===== src/verilog/pswc_pkg.sv =====
// Package for the power state and wake control block.
// Holds states, interface choices, idle parameters and timing counts.
package pswc_pkg;

   // Operating states across both modes.
   typedef enum logic [2:0] {
      PSWC_POWER_UP,
      PSWC_HIBERNATE,
      PSWC_SLEEP,
      PSWC_TAG_DETECT,
      PSWC_READY,
      PSWC_READER
   } pswc_state_t;

   typedef enum logic [1:0] {
      PSWC_IF_NONE,
      PSWC_IF_UART,
      PSWC_IF_SPI
   } pswc_iface_t;

   // Host commands that change state, already decoded by the framer.
   typedef enum logic [2:0] {
      PSWC_CMD_NONE,
      PSWC_CMD_PROTOCOL,
      PSWC_CMD_HIBERNATE,
      PSWC_CMD_SLEEP,
      PSWC_CMD_TAG_DETECT,
      PSWC_CMD_FIELD_OFF
   } pswc_cmd_t;

   // Wake source enables carried by the idle command.
   typedef struct packed {
      logic tag_det;
      logic ss_pin;
      logic irq_pin;
      logic timer;
   } pswc_wake_t;

   typedef struct packed {
      pswc_cmd_t  cmd;
      pswc_wake_t wake_en;
   } pswc_host_cmd_t;

   // Bit positions of the wake event report.
   localparam int PSWC_EV_TIMER = 0;
   localparam int PSWC_EV_IRQ = 1;
   localparam int PSWC_EV_SS = 2;
   localparam int PSWC_EV_TAG = 3;

   localparam pswc_wake_t PSWC_WAKE_RESET = 4'h0;

   // Minimum wake pulse width and the slow clock that measures it.
   localparam int PSWC_WAKE_MIN_NS = 10000;
   localparam int PSWC_SLOW_PERIOD_NS = 1000;
   localparam int PSWC_WAKE_MIN_SLOW =
      (PSWC_WAKE_MIN_NS + PSWC_SLOW_PERIOD_NS - 1) / PSWC_SLOW_PERIOD_NS;
   localparam int PSWC_CNT_W = 8;

   // Fast oscillator startup delay, in microseconds and system cycles.
   localparam int PSWC_CLK_NS = 10;
   localparam int PSWC_OSC_SU_US = 10000;
   localparam int PSWC_OSC_SU_CYC = PSWC_OSC_SU_US * 1000 / PSWC_CLK_NS;

endpackage


===== src/verilog/pswc_pulse_meter.sv =====
// Measures the low width of the wake input in slow oscillator cycles.
// Assumes wake_n_s and slow_tick are synchronous to sys_clk.
`timescale 1ns/1ps
`default_nettype none
module pswc_pulse_meter #(
   parameter int MIN_TICKS = 10
) (
   input wire logic sys_clk, // System clock.
   input wire logic rst_sync_b, // Synchronised reset, active low.
   input wire logic arm, // Measurement allowed.
   input wire logic wake_n_s, // Synchronised wake input.
   input wire logic slow_tick, // One pulse per slow cycle.
   output logic pulse_ok // Valid pulse seen, one cycle.
);
   import pswc_pkg::*;

   logic [PSWC_CNT_W-1:0] width_q;
   logic wake_n_q;

   always_ff @(posedge sys_clk or negedge rst_sync_b) begin
      if (!rst_sync_b) begin
         wake_n_q <= 1'b1;
      end else begin
         wake_n_q <= wake_n_s;
      end
   end

   // Counting only on slow ticks rejects glitches shorter than the minimum.
   always_ff @(posedge sys_clk or negedge rst_sync_b) begin
      if (!rst_sync_b) begin
         width_q <= '0;
      end else if (!arm || wake_n_s) begin
         width_q <= '0;
      end else if (slow_tick && width_q != PSWC_CNT_W'(MIN_TICKS)) begin
         width_q <= width_q + PSWC_CNT_W'(1);
      end
   end

   // A pulse counts on its rising edge once it lasted long enough.
   always_ff @(posedge sys_clk or negedge rst_sync_b) begin
      if (!rst_sync_b) begin
         pulse_ok <= 1'b0;
      end else begin
         pulse_ok <= arm && wake_n_s && !wake_n_q &&
            width_q == PSWC_CNT_W'(MIN_TICKS);
      end
   end
endmodule
`default_nettype wire


===== src/verilog/pswc_top.sv =====
// Power state and wake control of a contactless reader transceiver.
// Assumes a command framer decodes host commands and a slow oscillator
// tick arrives on sys_clk; pins pass two synchronising flip-flops.
//
// How it works
// Low-power wait mode has four states; active two.
// After reset, power-up waits for long wake pulse.
// Hibernate wakes only on long wake pulse.
// Sleep wakes on enabled timer, wake, select.
// Tag detect adds tag event as wake source.
// Ready keeps field off, waits host command.
// Reader talks to tag and host.
// Low-power states entered only by host command.
// Low-power states ignore host communication.
// Idle command parameters set wake sources.
// Wake pulse selects interface, ready after startup.
// Serial select input is active low.
// Both selects low gives UART; a high gives SPI. Code gives SPI only with b low, and no interface when b is high.
// Selection latched on wake edge after power-up/hibernate.
// Wake pulse is not a UART start bit.
// Wake width counted in slow cycles; short rejected.
// Sleep or tag wake returns to ready, same interface.
`timescale 1ns/1ps
`default_nettype none
module pswc_top #(
   parameter int OSC_SU_CYC = pswc_pkg::PSWC_OSC_SU_CYC,
   parameter int WAKE_MIN_SLOW = pswc_pkg::PSWC_WAKE_MIN_SLOW
) (
   input wire logic sys_clk, // 100 MHz system clock.
   input wire logic rst_b, // Power-on reset, active low.
   input wire logic wake_irq_n, // Shared receive and wake pin.
   input wire logic serial_select_n, // Serial slave select pin.
   input wire logic interface_select_a, // Interface strap a.
   input wire logic interface_select_b, // Interface strap b.
   input wire logic slow_tick, // Slow oscillator tick, on sys_clk.
   input wire logic timer_expired, // Wake timer pulse, on sys_clk.
   input wire logic tag_detected, // Tag detector pulse, on sys_clk.
   input wire pswc_pkg::pswc_host_cmd_t host_cmd, // Decoded host command.
   output pswc_pkg::pswc_state_t state, // Current state.
   output logic active_mode, // High in ready or reader.
   output pswc_pkg::pswc_iface_t iface_sel, // Selected interface.
   output logic host_comm_en, // Host interface may talk.
   output logic uart_rx_gate, // Receiver may decode start bits.
   output logic rf_field_on, // Field enable.
   output logic slow_osc_en, // Slow oscillator runs.
   output logic fast_osc_en, // Fast oscillator runs.
   output logic [3:0] wake_event // Last wake cause, registered.
);
   import pswc_pkg::*;

   localparam int SU_W = $clog2(OSC_SU_CYC + 1);

   logic [1:0] rst_pipe_q;
   logic rst_sync_b;
   logic [1:0] wake_pipe_q, ss_pipe_q, sa_pipe_q, sb_pipe_q;
   logic wake_n_s, ss_n_s, sel_a_s, sel_b_s;
   logic wake_n_q;
   pswc_state_t state_q;
   pswc_iface_t iface_q;
   pswc_wake_t wake_en_q;
   logic [SU_W-1:0] su_cnt_q;
   logic starting_q;
   logic pulse_ok;
   logic arm;
   logic in_wait;
   logic rx_mask_q;
   logic [3:0] wake_event_q;
   logic [3:0] src_hit;
   logic waking;

   always_ff @(posedge sys_clk or negedge rst_b) begin
      if (!rst_b) begin
         rst_pipe_q <= 2'h0;
      end else begin
         rst_pipe_q <= {rst_pipe_q[0], 1'b1};
      end
   end
   assign rst_sync_b = rst_pipe_q[1];

   // Pin synchronisers; the reset values match idle pin levels.
   always_ff @(posedge sys_clk or negedge rst_sync_b) begin
      if (!rst_sync_b) begin
         wake_pipe_q <= 2'h3;
         ss_pipe_q <= 2'h3;
         sa_pipe_q <= 2'h0;
         sb_pipe_q <= 2'h0;
      end else begin
         wake_pipe_q <= {wake_pipe_q[0], wake_irq_n};
         ss_pipe_q <= {ss_pipe_q[0], serial_select_n};
         sa_pipe_q <= {sa_pipe_q[0], interface_select_a};
         sb_pipe_q <= {sb_pipe_q[0], interface_select_b};
      end
   end
   assign wake_n_s = wake_pipe_q[1];
   assign ss_n_s = ss_pipe_q[1];
   assign sel_a_s = sa_pipe_q[1];
   assign sel_b_s = sb_pipe_q[1];

   always_ff @(posedge sys_clk or negedge rst_sync_b) begin
      if (!rst_sync_b) begin
         wake_n_q <= 1'b1;
      end else begin
         wake_n_q <= wake_n_s;
      end
   end

   assign in_wait = state_q == PSWC_POWER_UP || state_q == PSWC_HIBERNATE ||
      state_q == PSWC_SLEEP || state_q == PSWC_TAG_DETECT;
   assign arm = in_wait && !starting_q;

   pswc_pulse_meter #(
      .MIN_TICKS(WAKE_MIN_SLOW)
   ) u_meter (
      .sys_clk(sys_clk),
      .rst_sync_b(rst_sync_b),
      .arm(arm),
      .wake_n_s(wake_n_s),
      .slow_tick(slow_tick),
      .pulse_ok(pulse_ok)
   );

   // Sources from sleep and tag detect, each gated by its enable; power-up and hibernate take the wake pulse ungated.
   always_comb begin
      src_hit = 4'h0;
      if (state_q == PSWC_SLEEP || state_q == PSWC_TAG_DETECT) begin
         src_hit[PSWC_EV_TIMER] = wake_en_q.timer && timer_expired;
         src_hit[PSWC_EV_IRQ] = wake_en_q.irq_pin && pulse_ok;
         src_hit[PSWC_EV_SS] = wake_en_q.ss_pin && !ss_n_s;
      end
      if (state_q == PSWC_TAG_DETECT) begin
         src_hit[PSWC_EV_TAG] = wake_en_q.tag_det && tag_detected;
      end
      if (state_q == PSWC_POWER_UP || state_q == PSWC_HIBERNATE) begin
         src_hit[PSWC_EV_IRQ] = pulse_ok;
      end
   end
   assign waking = arm && src_hit != 4'h0;

   // Commands move the machine only in active mode; in wait states they drop.
   always_ff @(posedge sys_clk or negedge rst_sync_b) begin
      if (!rst_sync_b) begin
         state_q <= PSWC_POWER_UP;
      end else begin
         unique case (state_q)
            PSWC_POWER_UP, PSWC_HIBERNATE, PSWC_SLEEP, PSWC_TAG_DETECT: begin
               if (starting_q && su_cnt_q == '0) begin
                  state_q <= PSWC_READY;
               end
            end
            PSWC_READY, PSWC_READER: begin
               unique case (host_cmd.cmd)
                  PSWC_CMD_HIBERNATE: state_q <= PSWC_HIBERNATE;
                  PSWC_CMD_SLEEP: state_q <= PSWC_SLEEP;
                  PSWC_CMD_TAG_DETECT: state_q <= PSWC_TAG_DETECT;
                  PSWC_CMD_PROTOCOL: state_q <= PSWC_READER;
                  PSWC_CMD_FIELD_OFF: state_q <= PSWC_READY;
                  default: state_q <= state_q;
               endcase
            end
            default: state_q <= PSWC_POWER_UP;
         endcase
      end
   end

   // Startup delay of the fast oscillator after a valid wake.
   always_ff @(posedge sys_clk or negedge rst_sync_b) begin
      if (!rst_sync_b) begin
         starting_q <= 1'b0;
         su_cnt_q <= '0;
      end else if (waking) begin
         starting_q <= 1'b1;
         su_cnt_q <= SU_W'(OSC_SU_CYC - 1);
      end else if (starting_q) begin
         if (su_cnt_q == '0) begin
            starting_q <= 1'b0;
         end else begin
            su_cnt_q <= su_cnt_q - SU_W'(1);
         end
      end
   end

   // Straps are sampled at the falling wake edge that begins the pulse.
   always_ff @(posedge sys_clk or negedge rst_sync_b) begin
      if (!rst_sync_b) begin
         iface_q <= PSWC_IF_NONE;
      end else if ((state_q == PSWC_POWER_UP || state_q == PSWC_HIBERNATE)
            && !starting_q && wake_n_q && !wake_n_s) begin
         if (!sel_a_s && !sel_b_s) begin
            iface_q <= PSWC_IF_UART;
         end else if (sel_a_s && !sel_b_s) begin
            iface_q <= PSWC_IF_SPI;
         end else begin
            iface_q <= PSWC_IF_NONE;
         end
      end
   end

   // Wake enables come with the idle command.
   always_ff @(posedge sys_clk or negedge rst_sync_b) begin
      if (!rst_sync_b) begin
         wake_en_q <= PSWC_WAKE_RESET;
      end else if ((state_q == PSWC_READY || state_q == PSWC_READER) &&
            (host_cmd.cmd == PSWC_CMD_SLEEP ||
             host_cmd.cmd == PSWC_CMD_TAG_DETECT)) begin
         wake_en_q <= host_cmd.wake_en;
      end
   end

   always_ff @(posedge sys_clk or negedge rst_sync_b) begin
      if (!rst_sync_b) begin
         wake_event_q <= 4'h0;
      end else if (waking) begin
         wake_event_q <= src_hit;
      end
   end

   // The receiver stays masked until the wake pin returns high in ready,
   // so the tail of the wake pulse never looks like a start bit.
   always_ff @(posedge sys_clk or negedge rst_sync_b) begin
      if (!rst_sync_b) begin
         rx_mask_q <= 1'b1;
      end else if (in_wait) begin
         rx_mask_q <= 1'b1;
      end else if (wake_n_s) begin
         rx_mask_q <= 1'b0;
      end
   end

   assign state = state_q;
   assign active_mode = !in_wait;
   assign iface_sel = iface_q;
   assign host_comm_en = !in_wait;
   assign uart_rx_gate = !in_wait && !rx_mask_q &&
      iface_q == PSWC_IF_UART;
   assign rf_field_on = state_q == PSWC_READER;
   assign slow_osc_en = state_q != PSWC_HIBERNATE;
   assign fast_osc_en = !in_wait || starting_q;
   assign wake_event = wake_event_q;
endmodule
`default_nettype wire


===== config.mk =====
export PLATFORM = sky130hd
export DESIGN_NAME = pswc_top
export DESIGN_NICKNAME = d
export VERILOG_FILES = /design/src/verilog/pswc_pkg.sv /design/src/verilog/pswc_pulse_meter.sv /design/src/verilog/pswc_top.sv
export SDC_FILE = /design/constraint.sdc
export NUM_CORES = 1
export LEC_CHECK = 0
export ABC_AREA = 0
export BUFFER_PORTS_ARGS = -buffer_cell sky130_fd_sc_hd__buf_2
export CAP_MARGIN = 5
export CORE_MARGIN = 1
export CORE_UTILIZATION = 62
export DETAILED_ROUTE_END_ITERATION = 16
export PLACE_DENSITY = 0.95
export SLEW_MARGIN = 20
export SYNTH_ARGS = -nofsm -noshare
export SYNTH_HDL_FRONTEND = slang
export SYNTH_SLANG_ARGS = --single-unit

===== constraint.sdc =====
create_clock -name sys_clk -period 3.05 [get_ports sys_clk]
set_input_delay 0.4575 -clock sys_clk [delete_from_list [all_inputs] [get_ports sys_clk]]
set_output_delay 0.4575 -clock sys_clk [all_outputs]
set_load 0.05 [all_outputs]

==> results of run 1 <==
==> flip-flops by register name, indices dropped and copies added (netlist names), 3 cells and up <==
| signal | cells |
|---|---|
| u_meter.width_q | 8 |
| wake_event | 4 |
| wake_en_q | 4 |
| su_cnt_q | 20 |
| state | 3 |
==> Yosys cell counts (4+ instances only) <==
library cell	instances	share of area [%]
clkbuf_1	7	1.0
nand2_1	24	3.5
nor3_1	4	0.78
nor2_1	31	4.5
nor4b_1	4	1.4
xor2_1	6	2.1
and3_1	4	0.98
xnor2_1	9	3.1
dfrtp_1	49	48
o21ai_0	5	0.98
dfstp_2	6	6.2
nand3_1	4	0.78
inv_1	8	1.2
mux2_2	4	1.8
ha_1	4	2.0
a211oi_1	7	2.1
a21oi_1	6	1.2
==> layout make-up <==
class / instances / area, sq um
sequential: 55 / 1390
clock inverter: 2 / 12.5
multi-input combinational: 166 / 1100
clock buffer: 6 / 72.6
tap: 48 / 60.1
inverter: 8 / 30.0
timing repair buffer: 32 / 168
fill: 243 / 972
==> kinds of logic (layout without fill, tap and decap cells) <==
logic type | Yosys count | in the layout
xor+xnor | 15 | 15
buf+inv | 19 | 48
simple gates | 102 | 102
mux | 7 | 7
compound gates | 37 | 37
fa+ha+maj | 4 | 4
other cells | 1 | 1
flops | 55 | 55
==> cells in the final DEF, fill, tap and decap left out, drive strengths merged, types with 2 or more instances in the layout <==
cell type / Yosys / final
nor4b: 5 / 5
nor4: 3 / 3
mux2: 4 / 4
inv: 8 / 8
a31o: 2 / 2
clkbuf: 7 / 6
or2: 2 / 2
buf: 4 / 31
a211oi: 7 / 7
ha: 4 / 4
nand3: 5 / 5
o31ai: 3 / 3
nand2b: 2 / 2
a21oi: 7 / 7
dfstp: 6 / 6
o21ai: 5 / 5
and4: 3 / 3
dfrtp: 49 / 49
or3: 3 / 3
mux2i: 3 / 3
xnor2: 9 / 9
nand2: 24 / 24
nor3: 7 / 7
a31oi: 3 / 3
or4: 4 / 4
nand4: 3 / 3
xor2: 6 / 6
and3: 4 / 4
nor2: 31 / 31
nand3b: 3 / 3
==> how the worst min path moves through the flow <==
stage,endpoint,slack (ns),cells past startpoint
2_1_floorplan,rst_pipe_q[0],0.16,0
3_3_place_gp,rst_pipe_q[0],0.24,1
3_5_place_dp,rst_pipe_q[0],0.24,1
4_1_cts,wake_pipe_q[0],0.24,1
5_1_grt,wake_pipe_q[0],0.23,1
6_report,wake_pipe_q[0],0.24,1
==> timing repair <==
item                                   4_1_cts  5_1_grt
hold buffers                                 1        0
endpoints found under the hold margin        2        0
setup buffers                                0        0
==> power groups by stage <==
stage               Combinational [mW]  Clock (mW)  Sequential [mW]
floorplan                       0.0507           0            0.815
global placement                 0.102           0            0.798
detailed placement               0.104           0            0.800
CTS                              0.106       0.391            0.787
global route                     0.114       0.419            0.792
finish                           0.107       0.383            0.786
==> worst max-delay path, delay by kind of cell (launching register included) <==
kind,cells,cell delay [ns]
flops,1,0.42
simple gates,2,1.29
compound gates,3,0.54
==> stage by stage <==
stage	total power, mW	instance area (sq um)	util, %	worst slack (ns)
after global routing	1.32	2830	74.4	0.583
after floorplan	0.866	2570	-	0.580
after detailed placement	0.904	2730	71.8	0.723
after CTS	1.28	2820	74.3	0.712
after global placement	0.900	2730	71.8	0.765
final	1.28	2830	74.4	0.698
==> per-layer routing <==
metal | track usage (%) | part of all wire [%] | up-vias
li1 | - | - | 897
met1 | 30.2 | 45 | 914
met2 | 38.6 | 51 | 34
met3 | 5.00 | 3.1 | 5
met4 | 9.04 | 1.3 | 0
met5 | 0 | 0 | -
==> run_results.csv, run 1 <==
group,metric,value,unit
outcome,status,"finished clean",
timing,rsz0062_at_grt,"false",
cells_and_area,antenna_cells,0,
clocking,clockRootBuffer,"clkbuf_8",
global_route,grt_max_degree,54,
route,drt_iter0_drc,172,
pwr,ir_drop,0.000367,V
route,ant_nets,0,
timing,fin_setup_tns,0,ns
route,wl,4610,um
pwr,p_sw_share,25.5,%
global_route,grt_pass1_vias,1738,
route,wl_per_cell,14.5,um
synthesis,synth_edf_count,0,
synthesis,synth_compound_area_share,10.4,%
timing,relSlewSlack,48.8,%
critical_path,criticalPathCategory,"flop to flop",
critical_path,crit_path_start,"su_cnt_q[12]",
critical_path,critPathRequiredTime,3.24,ns
synthesis,seq_area_frac_synth,54.0,%
timing,worst_pin_slew,0.762,ns
placement,place_congestion,0.801,
synthesis,syn-instance-count,240,
synthesis,syn_avg_cell_area,10.7,sq um
die,dieArea,4390,sq um
die,initial_utilization,67.4,%
pwr,power_frac_comb,8.4,%
synthesis,ys_ff_latch,55,
clocking,cts_tree,"yes",
synthesis,synth_top_family_by_area,"simple AND/OR/NAND/NOR gates",
synthesis,synth_ff_type,"dfrtp_1",
cells_and_area,syn_to_final_growth,10.4,%
timing,drv_slew,0,
synthesis,syn_area,2560,sq um
timing,post-route-period-util,77.1,%
critical_path,cp_cell_sequence,"or4_4 > nor4_4 > a21oi_2 > a211oi_1 > a31oi_1",
cells_and_area,final_cells,317,
route,drc,0,
global_route,grt_pass1_wl,7640,um
critical_path,crit_path_start_kind,"flop",
critical_path,cp.arrival,2.54,ns
placement,place_hpwl,3170,um
pwr,p_leak,1.22,nW
pwr,seqPwrFrac,61.6,%
synthesis,async_reset_ff_share,100,%
global_route,antenna_found_initial,0,
synthesis,yosysUniqueCellTypes,54,
route,routed_via_density,5.84,
cells_and_area,num-nets-final,288,
critical_path,reg2reg_depth,5,
synthesis,synth_fa_ha_area_share,1.95,%
die,core-area,3800,sq um
timing,fin_hold_ws,0.242,ns
global_route,grt_usage,23.4,%
clocking,htree_levels,2,
critical_path,critical-path-max-stage-delay,0.73,ns
critical_path,crit_end,"su_cnt_q[4]",
clocking,clk_latency,0.31,ns
clocking,cts_resized,0,
critical_path,timing.rr.end,"su_cnt_q[4]",
route,vias,1850,
placement,portBuffers,30,
clocking,path_clk_slew,0.09,ns
pwr,power.density,451,nW/um^2
die,rows,22,
clocking,cts_inserted_buffers,5,
global_route,overflow,0,
placement,dp_cells,308,
pwr,intPower,0.951,mW
critical_path,reg2reg_slack,0.70,ns
timing,worst_clock_skew,0.00850,ns
pwr,p_sw,0.325,mW
clocking,clock_path_buffers,2,
hold_path,hold_path_class,"input pin to flop",
synthesis,synthXorXnorAreaFrac,5.13,%
synthesis,yosys.area_share.simple,22.0,%
critical_path,end_kind,"flop",
timing,min_period,2.35,ns
die,die_y,66.3,um
die,pin_count,31,
hold_path,hp-start,"wake_irq_n",
pwr,power_frac_clock,30.1,%
cells_and_area,final_layout_size_suffix_gt1_share,22.7,%
die,die_x,66.3,um
clocking,numClockSinks,55,
critical_path,r2r-start,"su_cnt_q[12]",
synthesis,yosysWarningCount,0,
critical_path,worstPathMaxFanout,13,
timing,max_freq,425,MHz
synthesis,synth_nets,260,
route,drtPass1Iterations,4,
critical_path,crit_slowest_cell,"nor4_4",
synthesis,synthMuxAreaShare,2.93,%
timing,report.final.setup_viol,0,
job,cap_violations,0,
timing,hold_violations,0,
No activity file was read; power rests on OpenSTA's default activity.
==> inputs of run 2 (changes only) <==
--- a/config.mk
+++ b/config.mk
@@ -5,13 +5,13 @@
 export SDC_FILE = /design/constraint.sdc
 export NUM_CORES = 1
 export LEC_CHECK = 0
-export ABC_AREA = 0
+export ABC_AREA = 1
 export BUFFER_PORTS_ARGS = -buffer_cell sky130_fd_sc_hd__buf_2
 export CAP_MARGIN = 5
 export CORE_MARGIN = 1
-export CORE_UTILIZATION = 62
+export CORE_UTILIZATION = 58
 export DETAILED_ROUTE_END_ITERATION = 16
-export PLACE_DENSITY = 0.95
+export PLACE_DENSITY = 0.9
 export SLEW_MARGIN = 20
 export SYNTH_ARGS = -nofsm -noshare
 export SYNTH_HDL_FRONTEND = slang
==> constraint.sdc (replaced) <==
create_clock -name sys_clk -period 2.5 [get_ports sys_clk]
set_input_delay 0.375 -clock sys_clk [delete_from_list [all_inputs] [get_ports sys_clk]]
set_output_delay 0.375 -clock sys_clk [all_outputs]
set_load 0.05 [all_outputs]
==> run 2 against run 1 <==
Hold slack worse by 0.078 ns. Combinational power is 68% lower. First-iteration DRC count is 26% lower. Synthesized area is 15% higher. Critical endpoint is now su_cnt_q[11]. Largest cell class unchanged.
==> run_results.csv, run 2 <==
group,metric,value,unit
outcome,status,"finished clean",
placement,place_congestion,0.910,
cells_and_area,final_layout_size_suffix_gt1_share,14.0,%
route,met1_length,2620,um
critical_path,criticalPathCategory,"flop to flop",
critical_path,crit_path_start,"state[2]",
cells_and_area,fill_cells,414,
die,core-area,4820,sq um
synthesis,yosys.cell_count.top_type,"nand2_1",
synthesis,netlist_top_cells_area,"dfrtp_1 (42%), nand2_1 (18%), nor2_1 (6.5%), inv_1 (5.6%), dfstp_2 (5.3%)",
synthesis,synth_ff_type,"dfrtp_1",
clocking,postCtsSetupRepairBufs,0,
critical_path,r2r-start,"state[2]",
clocking,clock_path_buffers,2,
critical_path,reg2reg_slack,0.45,ns
synthesis,yosysTopAreaCell,"dfrtp_1",
route,wl_per_cell,11.4,um
synthesis,synth_edf_count,0,
timing,report.final.setup_viol,0,
critical_path,crit_path_start_kind,"flop",
critical_path,crit_path_frequent_cell,"nand2_1",
die,pin_count,31,
job,cap_violations,0,
timing,min_period,2.05,ns
cells_and_area,top_regs,"su_cnt_q x20, u_meter.width_q x8",
route,highest_layer,"met4",
timing,worst_clock_skew,0.00865,ns
synthesis,yosysUniqueCellTypes,31,
timing,fin_setup_tns,0,ns
placement,pre_cts_ws,0.461,ns
timing,drv_slew,0,
timing,relSlewSlack,57.9,%
placement,portBuffers,30,
cells_and_area,syn_to_final_growth,9.97,%
clocking,cts_resized,0,
synthesis,synth_nets,417,
clocking,clk_latency,0.30,ns
timing,worst_pin_slew,0.629,ns
synthesis,syn_avg_cell_area,7.43,sq um
route,vias,2528,
route,drt_iter0_drc,128,
timing,setup_slack,0.448,ns
clocking,numClockSinks,55,
clocking,path_clk_slew,0.09,ns
pwr,power.density,437,nW/um^2
clocking,cts_inserted_buffers,5,
synthesis,seq_area_frac_synth,46.9,%
die,initial_utilization,61.2,%
critical_path,crit_slowest_cell,"dfrtp_1",
cells_and_area,seq_area,1390,sq um
cells_and_area,regMostFlops,"su_cnt_q",
critical_path,reg2reg_depth,10,
route,routed_via_density,5.09,
route,ant_nets,0,
synthesis,ys_ff_latch,55,
timing,max_freq,487,MHz
synthesis,yosysWarningCount,0,
global_route,grt_max_degree,29,
global_route,grt_pass1_wl,10100,um
critical_path,timing.rr.end,"su_cnt_q[11]",
critical_path,worstPathMaxFanout,20,
cells_and_area,mostFrequentLayoutCells,"nand2_1 (143), nor2_1 (51), dfrtp_1 (48)",
synthesis,synth_top_area_share,41.6,%
critical_path,end_kind,"flop",
route,met2_length,2800,um
synthesis,syn_area,2950,sq um
synthesis,yosys-top-cells-count,"nand2_1 (143), nor2_1 (51), dfrtp_1 (49), inv_1 (44), nand3_1 (30)",
cells_and_area,multi_input_area,1340,sq um
route,routed-wl-met3,213,um
global_route,grt_usage,24.4,%
die,die_x,73.3,um
die,dieArea,5370,sq um
critical_path,critical-path-max-stage-delay,0.48,ns
critical_path,cp.depth,10,
clocking,htree_levels,2,
pwr,p_leak,1.67,nW
die,rows,25,
critical_path,crit_end,"su_cnt_q[11]",
global_route,antenna_found_initial,0,
route,wl,5690,um
pwr,ir_drop,0.000464,V
timing,fin_hold_ws,0.164,ns
route,drtPass1Iterations,4,
critical_path,critPathRequiredTime,2.70,ns
critical_path,critPathTopFamily,"simple AND/OR/NAND/NOR gates",
cells_and_area,largest_register_ffs,20,
critical_path,cp.arrival,2.25,ns
hold_path,hold_path_class,"input pin to flop",
synthesis,async_reset_ff_share,100,%
critical_path,cp_cell_sequence,"inv_2 > nand2_2 > nor2_1 > nor2_1 > nand2_1 > nand2_4 > nand2_2 > inv_2 > nand2_1 > nand2_1",
timing,rsz0062_at_grt,"false",
cells_and_area,antenna_cells,0,
timing,hold_violations,0,
clocking,cts_tree,"yes",
clocking,clockRootBuffer,"clkbuf_8",
cells_and_area,layout_commonest_cell,"nand2_1",
critical_path,critPathBufInv,2,
cells_and_area,fin_util,67.3,%
global_route,grt_pass1_vias,2385,
placement,place_hpwl,4180,um
die,die_y,73.3,um
route,drc,0,
timing,post-route-period-util,82.1,%
global_route,overflow,0,
cells_and_area,num-nets-final,449,
synthesis,syn-instance-count,397,
run 2: where the power goes:
group	leakage [nW]	internal, mW	switching (mW)
clock	0.0422	0.197	0.272
sequential	0.630	0.901	0.0115
combinational	0.995	0.0160	0.0188
run 2: how the worst min path moves through the flow:
stage / to / cells after the start / start
2_1_floorplan: rst_pipe_q[0] / 0 / rst_b
4_1_cts: ss_pipe_q[0] / 1 / serial_select_n
3_3_place_gp: rst_pipe_q[0] / 1 / rst_b
6_report: ss_pipe_q[0] / 1 / serial_select_n
5_1_grt: ss_pipe_q[0] / 1 / serial_select_n
3_5_place_dp: rst_pipe_q[0] / 1 / rst_b
run 2: cells by family (layout without fill, tap and decap cells):
family	Yosys count	count (layout)	share of synthesized area, %
adder cells (fa/ha/maj)	4	4	1.70
buffers and inverters	54	87	7.98
flip-flops	55	55	46.9
AND/OR/NAND/NOR	254	254	37.1
AO/OA/AOI/OAI	20	20	3.48
XOR/XNOR	9	9	2.67
other	1	1	0.127
run 2: cell type report:
| type | instances | share of cell area, % |
|---|---|---|
| timing repair buffer | 32 | 5.56 |
| inverter | 47 | 5.44 |
| multi-input combinational | 288 | 41.2 |
| tap | 67 | 2.59 |
| sequential | 55 | 42.7 |
| clock inverter | 1 | 0.154 |
| clock buffer | 7 | 2.35 |
run 2: per-stage QoR:
step | total power [mW] | instance area [sq um] | cells
after floorplan | 0.942 | 2950 | 397
after global placement | 0.964 | 3150 | 488
after detailed placement | 0.965 | 3150 | 488
after CTS | 1.44 | 3240 | 497
after global routing | 1.48 | 3240 | 497
final | 1.42 | 3240 | 497
run 2: layer usage:
metal | vias up | global-route usage, %
met2 | 45 | 42.7
met4 | 0 | 6.62
li1 | 1291 | -
met1 | 1187 | 31.2
met5 | - | 0
met3 | 5 | 4.39
run 2: worst reg2reg max path, cell delays in order, from the launching register on:
cell and delay [ns]:
dfrtp_1 0.48, inv_2 0.17, nand2_2 0.08, nor2_1 0.15
nor2_1 0.06, nand2_1 0.12, nand2_4 0.16, nand2_2 0.36
inv_2 0.22, nand2_1 0.11, nand2_1 0.05
run 2: timing repair:
| item | 4_1_cts | 5_1_grt |
|---|---|---|
| endpoints found under the hold margin | 2 | 0 |
| setup endpoints to repair | 0 | 0 |
| hold buffers | 1 | 0 |
